$ cat src/adc_output_formatter_consts.svh
// Constants for the converter output formatter: offsets, field positions,
// reset values and timing counts. Assumes a 25 MHz core clock.
`ifndef ADC_OUTPUT_FORMATTER_CONSTS_SVH
`define ADC_OUTPUT_FORMATTER_CONSTS_SVH

// ==========================================================================
// Widths and pipeline
`define AOF_DATA_W        16
`define AOF_LATENCY       4
`define AOF_ADDR_W        4
`define AOF_REG_W         32
`define AOF_EV_W          5

// ==========================================================================
// Register offsets
`define AOF_REG_CTRL      4'h0
`define AOF_REG_STATUS    4'h4
`define AOF_REG_MASK      4'h8
`define AOF_REG_STATE     4'hc

// ==========================================================================
// Field positions and reset values
`define AOF_CTRL_DITHER   0
`define AOF_EV_OFA        0
`define AOF_EV_OFB        1
`define AOF_EV_OFL        2
`define AOF_EV_LOST       3
`define AOF_EV_LOCK       4
`define AOF_CTRL_RST      1'b0
`define AOF_MASK_RST      5'h00
`define AOF_LFSR_SEED     16'h0001

// ==========================================================================
// Timing
`define AOF_CLK_PERIOD_NS 40
`define AOF_STOP_TIME_NS  2560
`define AOF_STOP_CYCLES   (`AOF_STOP_TIME_NS / `AOF_CLK_PERIOD_NS)
`define AOF_RELOCK_EDGES  7'd100

`endif

$ cat src/adc_output_formatter_pkg.sv
// Types for the converter output formatter.
// Assumes adc_output_formatter_consts.svh is compiled alongside.
package adc_output_formatter_pkg;

    // ======================================================================
    // Output mode, from the four-level mode pin
    typedef enum logic [1:0]
    {
        MODE_CMOS_FULL  = 2'b00,
        MODE_CMOS_DEMUX = 2'b01,
        MODE_LVDS_LOW   = 2'b10,
        MODE_LVDS_STD   = 2'b11
    } out_mode_e;

    // ======================================================================
    // Format pin, both format and stabilizer
    typedef enum logic [1:0]
    {
        FMT_OB_STAB_OFF = 2'b00,
        FMT_OB_STAB_ON  = 2'b01,
        FMT_TC_STAB_ON  = 2'b10,
        FMT_TC_STAB_OFF = 2'b11
    } format_e;

    typedef logic [15:0] word_t;

endpackage : adc_output_formatter_pkg

$ cat src/adc_output_formatter.sv
// Digital output stage of a 16-bit pipelined converter: mode decode, format,
// dither removal, scrambling, over-range flags and output clocks.
// Assumes pins arrive asynchronously and the strobe is far slower than CLOCK.
`timescale 1ns/1ps
`include "adc_output_formatter_consts.svh"

module adc_output_formatter
(
    input  wire logic                     CLOCK,
    input  wire logic                     NRST,
    input  wire logic                     CE,
    input  wire logic                     SAMPLE_STROBE_INPUT,
    input  wire logic [1:0]               OUTPUT_MODE_PIN,
    input  wire logic [1:0]               FORMAT_PIN,
    input  wire logic                     SCRAMBLE_ENABLE_PIN,
    input  wire logic [`AOF_DATA_W-1:0]   CORE_RESULT,
    input  wire logic                     CORE_OVER_RANGE,
    input  wire logic [`AOF_ADDR_W-1:0]   ADDR,
    input  wire logic [`AOF_REG_W-1:0]    WDATA,
    input  wire logic                     WR,
    input  wire logic                     RD,
    output logic      [`AOF_REG_W-1:0]    RDATA,
    output logic                          IRQ,
    output logic      [`AOF_DATA_W-1:0]   BUS_A_DATA,
    output logic      [`AOF_DATA_W-1:0]   BUS_B_DATA,
    output logic                          OVERFLOW_FLAG_BUS_A,
    output logic                          OVERFLOW_FLAG_BUS_B,
    output logic                          OVERFLOW_FLAG,
    output logic                          FORWARDED_SAMPLE_CLOCK,
    output logic                          BUS_A_OUTPUT_CLOCK,
    output logic                          BUS_B_OUTPUT_CLOCK,
    output logic                          LVDS_SELECT,
    output logic                          LVDS_LOW_POWER,
    output logic                          STABILIZER_ON,
    output logic                          STABILIZER_LOCKED,
    output logic      [`AOF_DATA_W-1:0]   DITHER_VALUE
);

    // ======================================================================
    // Input synchronisers
    logic [2:0]                 strobe_sync;
    logic [1:0]                 mode_s1;
    logic [1:0]                 mode_s2;
    logic [1:0]                 fmt_s1;
    logic [1:0]                 fmt_s2;
    logic [1:0]                 scr_sync;
    logic [`AOF_DATA_W-1:0]     res_s1;
    logic [`AOF_DATA_W-1:0]     res_s2;
    logic [1:0]                 ovr_sync;

    always_ff @(posedge CLOCK or negedge NRST)
    begin
        if (!NRST)
        begin
            strobe_sync <= 3'h0;
            mode_s1     <= 2'h0;
            mode_s2     <= 2'h0;
            fmt_s1      <= 2'h0;
            fmt_s2      <= 2'h0;
            scr_sync    <= 2'h0;
            res_s1      <= 16'h0000;
            res_s2      <= 16'h0000;
            ovr_sync    <= 2'h0;
        end
        else if (CE)
        begin
            strobe_sync <= {strobe_sync[1:0], SAMPLE_STROBE_INPUT};
            mode_s1     <= OUTPUT_MODE_PIN;
            mode_s2     <= mode_s1;
            fmt_s1      <= FORMAT_PIN;
            fmt_s2      <= fmt_s1;
            scr_sync    <= {scr_sync[0], SCRAMBLE_ENABLE_PIN};
            res_s1      <= CORE_RESULT;
            res_s2      <= res_s1;
            ovr_sync    <= {ovr_sync[0], CORE_OVER_RANGE};
        end
    end

    // Only the rising strobe edge samples; the falling edge is ignored
    logic                              tick;
    adc_output_formatter_pkg::out_mode_e mode;
    adc_output_formatter_pkg::format_e   fmt;
    logic                              twos_comp;
    logic                              stab_req;
    logic                              demux;
    logic                              lvds;

    assign tick      = strobe_sync[1] & ~strobe_sync[2];
    assign mode      = adc_output_formatter_pkg::out_mode_e'(mode_s2);
    assign fmt       = adc_output_formatter_pkg::format_e'(fmt_s2);
    assign twos_comp = (fmt == adc_output_formatter_pkg::FMT_TC_STAB_ON) ||
                       (fmt == adc_output_formatter_pkg::FMT_TC_STAB_OFF);
    assign stab_req  = (fmt == adc_output_formatter_pkg::FMT_OB_STAB_ON) ||
                       (fmt == adc_output_formatter_pkg::FMT_TC_STAB_ON);
    assign demux     = (mode == adc_output_formatter_pkg::MODE_CMOS_DEMUX);
    assign lvds      = (mode == adc_output_formatter_pkg::MODE_LVDS_LOW) ||
                       (mode == adc_output_formatter_pkg::MODE_LVDS_STD);

    // ======================================================================
    // Registers
    logic                       dither_en;
    logic [`AOF_EV_W-1:0]       status;
    logic [`AOF_EV_W-1:0]       mask;
    logic [`AOF_EV_W-1:0]       events;
    logic                       next_dither_en;
    logic [`AOF_EV_W-1:0]       next_status;
    logic [`AOF_EV_W-1:0]       next_mask;
    logic [`AOF_REG_W-1:0]      next_rdata;
    logic                       next_irq;

    always_comb
    begin
        next_dither_en = dither_en;
        next_mask      = mask;
        next_rdata     = 32'h0000_0000;
        // A new event wins over a clear in the same cycle
        next_status    = status | events;
        if (WR)
        begin
            case (ADDR)
                `AOF_REG_CTRL:   next_dither_en = WDATA[`AOF_CTRL_DITHER];
                `AOF_REG_STATUS: next_status = (status & ~WDATA[`AOF_EV_W-1:0]) | events;
                `AOF_REG_MASK:   next_mask = WDATA[`AOF_EV_W-1:0];
                default:         next_mask = mask;
            endcase
        end
        if (RD)
        begin
            case (ADDR)
                `AOF_REG_CTRL:   next_rdata = {31'h0, dither_en};
                `AOF_REG_STATUS: next_rdata = {27'h0, status};
                `AOF_REG_MASK:   next_rdata = {27'h0, mask};
                `AOF_REG_STATE:  next_rdata = {25'h0, STABILIZER_LOCKED, stab_req,
                                               scr_sync[1], fmt_s2, mode_s2};
                default:         next_rdata = 32'h0000_0000;
            endcase
        end
        next_irq = |(next_status & next_mask);
    end

    always_ff @(posedge CLOCK or negedge NRST)
    begin
        if (!NRST)
        begin
            dither_en <= `AOF_CTRL_RST;
            status    <= 5'h00;
            mask      <= `AOF_MASK_RST;
            RDATA     <= 32'h0000_0000;
            IRQ       <= 1'b0;
        end
        else if (CE)
        begin
            dither_en <= next_dither_en;
            status    <= next_status;
            mask      <= next_mask;
            RDATA     <= next_rdata;
            IRQ       <= next_irq;
        end
    end

    // ======================================================================
    // Stabilizer lock tracking
    logic [11:0]                idle_cnt;
    logic [6:0]                 relock_cnt;
    logic [11:0]                next_idle_cnt;
    logic [6:0]                 next_relock_cnt;
    logic                       next_locked;
    logic                       ev_lost;
    logic                       ev_lock;

    always_comb
    begin
        next_idle_cnt   = idle_cnt;
        next_relock_cnt = relock_cnt;
        next_locked     = STABILIZER_LOCKED;
        ev_lost         = 1'b0;
        ev_lock         = 1'b0;
        if (tick)
            next_idle_cnt = 12'h000;
        else if (idle_cnt != 12'(`AOF_STOP_CYCLES))
            next_idle_cnt = idle_cnt + 12'h001;
        if (!stab_req)
        begin
            next_locked     = 1'b1;
            next_relock_cnt = 7'h00;
        end
        else if (!tick && idle_cnt == 12'(`AOF_STOP_CYCLES) - 12'h001)
        begin
            // A long stoppage drops lock; a fresh count is then needed
            ev_lost         = STABILIZER_LOCKED;
            next_locked     = 1'b0;
            next_relock_cnt = 7'h00;
        end
        else if (!STABILIZER_LOCKED && tick)
        begin
            next_relock_cnt = relock_cnt + 7'h01;
            if (next_relock_cnt == `AOF_RELOCK_EDGES)
            begin
                next_locked = 1'b1;
                ev_lock     = 1'b1;
            end
        end
    end

    always_ff @(posedge CLOCK or negedge NRST)
    begin
        if (!NRST)
        begin
            idle_cnt          <= 12'h000;
            relock_cnt        <= 7'h00;
            STABILIZER_LOCKED <= 1'b1;
        end
        else if (CE)
        begin
            idle_cnt          <= next_idle_cnt;
            relock_cnt        <= next_relock_cnt;
            STABILIZER_LOCKED <= next_locked;
        end
    end

    // ======================================================================
    // Dither generator and removal, then the latency pipeline
    logic [`AOF_DATA_W-1:0]     lfsr;
    logic [`AOF_DATA_W-1:0]     next_lfsr;
    logic [`AOF_DATA_W-1:0]     corrected;
    logic [`AOF_DATA_W-1:0]     pipe_word [0:`AOF_LATENCY-1];
    logic                       pipe_over [0:`AOF_LATENCY-1];

    always_comb
    begin
        next_lfsr = lfsr;
        if (tick && dither_en)
            next_lfsr = {lfsr[14:0], lfsr[15] ^ lfsr[13] ^ lfsr[12] ^ lfsr[10]};
        // The same value sent to the dither converter is taken off here
        corrected = dither_en ? (res_s2 - DITHER_VALUE) : res_s2;
    end

    always_ff @(posedge CLOCK or negedge NRST)
    begin
        if (!NRST)
        begin
            lfsr         <= `AOF_LFSR_SEED;
            DITHER_VALUE <= 16'h0000;
            pipe_word[0] <= 16'h0000;
            pipe_over[0] <= 1'b0;
        end
        else if (CE)
        begin
            lfsr         <= next_lfsr;
            DITHER_VALUE <= dither_en ? next_lfsr : 16'h0000;
            if (tick)
            begin
                pipe_word[0] <= corrected;
                pipe_over[0] <= ovr_sync[1];
            end
        end
    end

    genvar g;
    generate
        for (g = 1; g < `AOF_LATENCY; g = g + 1)
        begin : g_pipe
            always_ff @(posedge CLOCK or negedge NRST)
            begin
                if (!NRST)
                begin
                    pipe_word[g] <= 16'h0000;
                    pipe_over[g] <= 1'b0;
                end
                else if (CE && tick)
                begin
                    pipe_word[g] <= pipe_word[g-1];
                    pipe_over[g] <= pipe_over[g-1];
                end
            end
        end
    endgenerate

    // ======================================================================
    // Format, scramble, bus steering and output clocks
    logic [`AOF_DATA_W-1:0]     out_word;
    logic                       out_over;
    logic [`AOF_DATA_W-1:0]     hold_word;
    logic                       hold_over;
    logic                       phase;
    logic [`AOF_DATA_W-1:0]     next_hold_word;
    logic                       next_hold_over;
    logic                       next_phase;
    logic [`AOF_DATA_W-1:0]     next_bus_a;
    logic [`AOF_DATA_W-1:0]     next_bus_b;
    logic                       next_ofa;
    logic                       next_ofb;
    logic                       next_of;
    logic                       next_clk_a;
    logic                       next_clk_b;

    always_comb
    begin
        out_word = pipe_word[`AOF_LATENCY-1];
        out_over = pipe_over[`AOF_LATENCY-1];
        if (twos_comp)
            out_word[`AOF_DATA_W-1] = ~out_word[`AOF_DATA_W-1];
        // Flags and clocks never pass through this XOR
        if (scr_sync[1])
            out_word[`AOF_DATA_W-1:1] = out_word[`AOF_DATA_W-1:1] ^
                                        {(`AOF_DATA_W-1){out_word[0]}};
        next_hold_word = hold_word;
        next_hold_over = hold_over;
        next_phase     = phase;
        next_bus_a     = BUS_A_DATA;
        next_bus_b     = BUS_B_DATA;
        next_ofa       = OVERFLOW_FLAG_BUS_A;
        next_ofb       = OVERFLOW_FLAG_BUS_B;
        next_of        = OVERFLOW_FLAG;
        next_clk_a     = BUS_A_OUTPUT_CLOCK;
        next_clk_b     = BUS_B_OUTPUT_CLOCK;
        events         = 5'h00;
        if (!demux)
        begin
            // Clock A is the inverted strobe, so data moves as it falls
            next_clk_a = ~strobe_sync[1];
            next_clk_b = strobe_sync[1];
            next_phase = 1'b0;
        end
        // Flags of the other standard drop with the mode, not a tick later
        if (lvds)
        begin
            next_ofa = 1'b0;
            next_ofb = 1'b0;
        end
        else
            next_of = 1'b0;
        if (tick)
        begin
            case (mode)
                adc_output_formatter_pkg::MODE_CMOS_FULL:
                begin
                    next_bus_a = out_word;
                    next_bus_b = 16'h0000;
                    next_ofa   = out_over;
                    next_ofb   = 1'b0;
                    next_of    = 1'b0;
                    events[`AOF_EV_OFA] = out_over;
                end
                adc_output_formatter_pkg::MODE_CMOS_DEMUX:
                begin
                    next_phase = ~phase;
                    next_clk_a = ~phase;
                    next_clk_b = phase;
                    next_of    = 1'b0;
                    if (!phase)
                    begin
                        next_hold_word = out_word;
                        next_hold_over = out_over;
                    end
                    else
                    begin
                        // Older sample on A, newer on B, both as clock A falls
                        next_bus_a = hold_word;
                        next_bus_b = out_word;
                        next_ofa   = hold_over;
                        next_ofb   = out_over;
                        events[`AOF_EV_OFA] = hold_over;
                        events[`AOF_EV_OFB] = out_over;
                    end
                end
                default:
                begin
                    next_bus_a = out_word;
                    next_bus_b = 16'h0000;
                    next_ofa   = 1'b0;
                    next_ofb   = 1'b0;
                    next_of    = out_over;
                    events[`AOF_EV_OFL] = out_over;
                end
            endcase
        end
        events[`AOF_EV_LOST] = ev_lost;
        events[`AOF_EV_LOCK] = ev_lock;
    end

    always_ff @(posedge CLOCK or negedge NRST)
    begin
        if (!NRST)
        begin
            hold_word              <= 16'h0000;
            hold_over              <= 1'b0;
            phase                  <= 1'b0;
            BUS_A_DATA             <= 16'h0000;
            BUS_B_DATA             <= 16'h0000;
            OVERFLOW_FLAG_BUS_A    <= 1'b0;
            OVERFLOW_FLAG_BUS_B    <= 1'b0;
            OVERFLOW_FLAG          <= 1'b0;
            BUS_A_OUTPUT_CLOCK     <= 1'b1;
            BUS_B_OUTPUT_CLOCK     <= 1'b0;
            FORWARDED_SAMPLE_CLOCK <= 1'b0;
            LVDS_SELECT            <= 1'b0;
            LVDS_LOW_POWER         <= 1'b0;
            STABILIZER_ON          <= 1'b0;
        end
        else if (CE)
        begin
            hold_word              <= next_hold_word;
            hold_over              <= next_hold_over;
            phase                  <= next_phase;
            BUS_A_DATA             <= next_bus_a;
            BUS_B_DATA             <= next_bus_b;
            OVERFLOW_FLAG_BUS_A    <= next_ofa;
            OVERFLOW_FLAG_BUS_B    <= next_ofb;
            OVERFLOW_FLAG          <= next_of;
            BUS_A_OUTPUT_CLOCK     <= next_clk_a;
            BUS_B_OUTPUT_CLOCK     <= next_clk_b;
            FORWARDED_SAMPLE_CLOCK <= strobe_sync[1];
            LVDS_SELECT            <= lvds;
            LVDS_LOW_POWER         <= (mode == adc_output_formatter_pkg::MODE_LVDS_LOW);
            STABILIZER_ON          <= stab_req;
        end
    end

endmodule : adc_output_formatter

$ cat config.mk
export PLATFORM = sky130hd
export DESIGN_NAME = adc_output_formatter
export DESIGN_NICKNAME = d
export VERILOG_FILES = /design/src/adc_output_formatter_pkg.sv /design/src/adc_output_formatter.sv
export VERILOG_INCLUDE_DIRS = /design/src
export SDC_FILE = /design/constraint.sdc
export NUM_CORES = 1
export LEC_CHECK = 0
export ABC_AREA = 1
export ABC_CLOCK_PERIOD_IN_PS = 1950
export CORE_MARGIN = 4
export CORE_UTILIZATION = 30
export DETAILED_ROUTE_END_ITERATION = 8
export DONT_BUFFER_PORTS = 1
export GPL_TIMING_DRIVEN = 0
export HOLD_SLACK_MARGIN = 0.03
export SETUP_SLACK_MARGIN = 0.2
export SYNTH_ARGS = -nofsm -noshare
export SYNTH_HDL_FRONTEND = slang
export SYNTH_SLANG_ARGS = --single-unit
$ cat constraint.sdc
create_clock -name CLOCK -period 1.95 [get_ports CLOCK]
set_input_delay 0.39 -clock CLOCK [delete_from_list [all_inputs] [get_ports CLOCK]]
set_output_delay 0.39 -clock CLOCK [all_outputs]
set_load 0.03 [all_outputs]
==> flow_summary.rst <==
.. list-table::
   :header-rows: 1

   * - Metric
     - Value
   * - Power Dens Cells
     - 1250 mW/mm2
   * - Detailed Routing Iterations Pass 1
     - 5
   * - TritonCTS clock tree
     - built
   * - Placement Cell Area
     - 0.0123 mm2
   * - Antenna diodes
     - 0
   * - Final cell utilization of the core
     - 37.5%
   * - Die Span X
     - 204 um
   * - Flop pwr share
     - 45.0%
   * - WL per Instance
     - 15.7 um
   * - Hold-fix buffers at CTS
     - 25
   * - Setup crit end kind
     - flip-flop
   * - Drt first-iter violations
     - 579
   * - Die area
     - 0.0417 mm2
   * - Headroom to the max-slew limit
     - 49.0%
   * - Count of distinct cell types in the synthesized netlist
     - 42
   * - Yosys warning count
     - 0
   * - Detailed Route WL
     - 31600 um
   * - Final hold violations
     - 243
   * - Top FF cell, synth
     - dfrtp_1
   * - Number of register bits inferred by synthesis
     - 244
   * - Arrival time of data at the critical path endpoint
     - 2.47 ns
   * - Unrepaired setup endpoints after global routing
     - yes
   * - Worst path required time
     - 2.42 ns
   * - Async S/R FF share, synth
     - 100%
   * - Highest cell delay on the worst timing path
     - 0.57 ns
   * - I/O Pins
     - 155
   * - Vias in the first global route
     - 9194
   * - Aggregate global routing overflow
     - 0
   * - Root buffer cell
     - clkbuf_16
   * - Clock sinks
     - 244
   * - Largest fanout on the critical path
     - 3
   * - Post-route DRC violation count
     - 0
   * - Total Negative Setup Slacks
     - -0.103 ns
   * - TritonCTS buffer count
     - 27
   * - Wire length of the first global-routing pass
     - 51100 um
   * - Internal power component
     - 11500 uW
   * - Average instance area after synthesis
     - 8.38 um2
   * - Power share of the clock group
     - 29.8%
   * - Global-route usage over all layers
     - 15.0%
   * - Initial cell density of the core
     - 30.5%
   * - Share of total power consumed by net switching
     - 35.0%
   * - Least-Margin Pin Slew
     - 0.765 ns
   * - Count of vias placed by the detailed router
     - 9385
   * - Part of the power in combinational logic
     - 25.2%
   * - Area overhead of the layout relative to synthesis
     - 22.9%
   * - Layout cells sized above 1
     - 17.6%
   * - Count of port buffers added during placement
     - 0
   * - Violations in the final reports
     - hold timing, setup timing
   * - Part of the Yosys area used for sequential elements
     - 52.9%
   * - Post-layout min period
     - 2.00 ns
   * - Antenna violations before repair
     - 0
   * - Pre-CTS worst setup slack
     - -0.160 ns
   * - Setup WS post-layout
     - -0.0519 ns
   * - Slowest cell on crit path
     - dfrtp_4
   * - Most instantiated library cell after synthesis
     - nand2_1
   * - Critical path cell sequence
     - ha_4 -> fa_2 -> inv_2 -> nand3_2 -> nand2_2 -> nand2_1 -> nand2_2 -> nand3_2 -> nand2_1 -> nand2_1 -> nand3_2 -> nand2_1 -> nand2_1
   * - Largest cells by area after synthesis
     - dfrtp_1 (52%), nand2_1 (14%), o21ai_0 (5.5%)
   * - Cells after Synth
     - 1378
   * - Most frequent cell on the critical path
     - nand2_1
   * - Area of the mapped netlist
     - 0.0115 mm2
   * - Element type at the critical path start
     - flip-flop
   * - Chip Height
     - 204 um
   * - Final Instance Area
     - 0.0142 mm2
   * - List of most frequent post-synthesis cells
     - nand2_1 (443), dfrtp_1 (241), inv_1 (127), o21ai_0 (127), a21oi_1 (64)
   * - Leak Pwr
     - 0.00676 uW
   * - Total count of max-transition violations in the final report
     - 0
   * - Path class of the lowest-slack min-delay path
     - input pin to async pin
   * - Highest clock rate
     - 500 MHz
   * - Detailed-route vias per instance
     - 4.66
   * - Clock transition at path regs
     - 0.06 ns
   * - Finish-stage setup viols
     - 3
   * - Largest buffer count on any clock path
     - 3
   * - Worst hold slack across all endpoints
     - -0.434 ns
   * - EDFF count, synth
     - 0
   * - Placer's final routability congestion estimate
     - 0.864
   * - Proportion of netlist area held by the largest area contributor
     - 52.3%
   * - Core Footprint
     - 0.0378 mm2
   * - Start-to-end type of the worst setup path
     - flip-flop to flip-flop
   * - Max-cap violation count
     - 0
   * - Result of the run
     - complete, but fails checks
   * - Post-DP HPWL
     - 22800 um
   * - Fraction of the cycle the final worst path needs
     - 103%
   * - Pin count of the biggest net entering global routing
     - 245
   * - Skew-Pair Late Insertion Delay
     - 0.54 ns
   * - Dominant cell type by area after synthesis
     - dfrtp_1
   * - Peak supply drop
     - 0.807 mV
   * - Std cell rows
     - 71
   * - Maximum level of the CTS H-tree
     - 1
   * - Final nets
     - 1571
   * - Number of nets still failing antenna checks after routing
     - 0
   * - Worst-case clock skew
     - 0.0115 ns
   * - Power spent charging and discharging nets
     - 6200 uW
==> metrics by stage <==
stage,std cells,hold slack [ns],power (uW)
6_report,2014,-0.434,17700
5_1_grt,2014,-0.461,18900
4_1_cts,1990,-0.470,17500
3_5_place_dp,1913,0.110,11700
3_3_place_gp,1913,0.110,11600
2_1_floorplan,1402,0.0944,10600
==> cell type report <==
cell class	count	area, um2
buffer	85	497
sequential	244	6140
clock buffer	37	753
tap	511	639
timing repair buffer	54	472
fill	3930	23700
inverter	133	508
clock inverter	10	160
multi-input combinational	940	5020
==> metal layers <==
metal	vias to the layer above	wire (um)	track usage [%]
met5	-	0	0
met3	37	1640	3.00
li1	4655	-	-
met2	183	14400	24.1
met4	0	592	3.13
met1	4510	15000	21.1
==> worst paths after layout <==
kind                                             start                              to  slack (ns)  cells after the start
max in group asynchronous                         NRST  BUS_A_OUTPUT_CLOCK$_DFFE_PN1P_        1.92                      0
min in group CLOCK                                  RD            RDATA[6]$_DFFE_PN0P_        0.07                      2
setup reg to reg           DITHER_VALUE[0]$_DFFE_PN0P_       pipe_word[62]$_DFFE_PN0P_       -0.05                     13
hold / removal                                    NRST           fmt_s1[0]$_DFFE_PN0P_       -0.43                      0
hold reg to reg              pipe_word[24]$_DFFE_PN0P_       pipe_word[24]$_DFFE_PN0P_        0.47                      2
setup / recovery           DITHER_VALUE[0]$_DFFE_PN0P_       pipe_word[62]$_DFFE_PN0P_       -0.05                     13
==> power by group through the flow <==
stage	logic (uW)	registers, uW	clock network, uW
after CTS	4030	8010	5440
final	4460	7980	5280
after detailed placement	3670	8060	0
after global placement	3620	8030	0
after global routing	5080	8170	5620
after floorplan	2880	7740	0
==> cell usage in the layout (no fill, tap or decap), types with 19 or more instances in the layout <==
cell type / count
a21oi_1: 55
buf_4: 56
clkbuf_1: 28
clkbuf_16: 27
conb_1: 25
dfrtp_1: 221
dfrtp_2: 19
dlygate4sd3_1: 25
inv_1: 106
inv_2: 24
nand2_1: 413
nand2_2: 28
nand3_1: 34
nor2_1: 37
o21ai_0: 118
o21ai_1: 38
o22ai_1: 21
xor2_1: 24
==> flip-flops by register name, summed over array words and instances (netlist names), 7 cells and up <==
signal / flops
BUS_B_DATA: 16
RDATA: 7
hold_word: 16
DITHER_VALUE: 16
relock_cnt: 7
res_s2: 16
res_s1: 16
lfsr: 16
idle_cnt: 12
BUS_A_DATA: 16
pipe_word: 63
==> timing repair <==
action                                  CTS  global route
pin swaps                                15            30
endpoints found under the setup margin   77           120
hold endpoints to repair                269           244
buffers inserted                          5            24
gates resized for setup                  59            86
==> critical path, delay by kind of cell, from the launching register on <==
family | cells | cell delay [ns]
simple gates | 10 | 0.72
flops | 1 | 0.57
fa+ha+maj | 2 | 0.55
buf+inv | 1 | 0.08
==> cells by family after synthesis <==
logic type / after synthesis / synth area share [%]
other cells: 1 / 0.0325
simple gates: 574 / 20.1
flops: 244 / 52.9
compound gates: 290 / 13.9
fa+ha+maj: 22 / 2.45
xor+xnor: 29 / 2.20
buf+inv: 218 / 8.41
(Power assumes the default switching activity.)
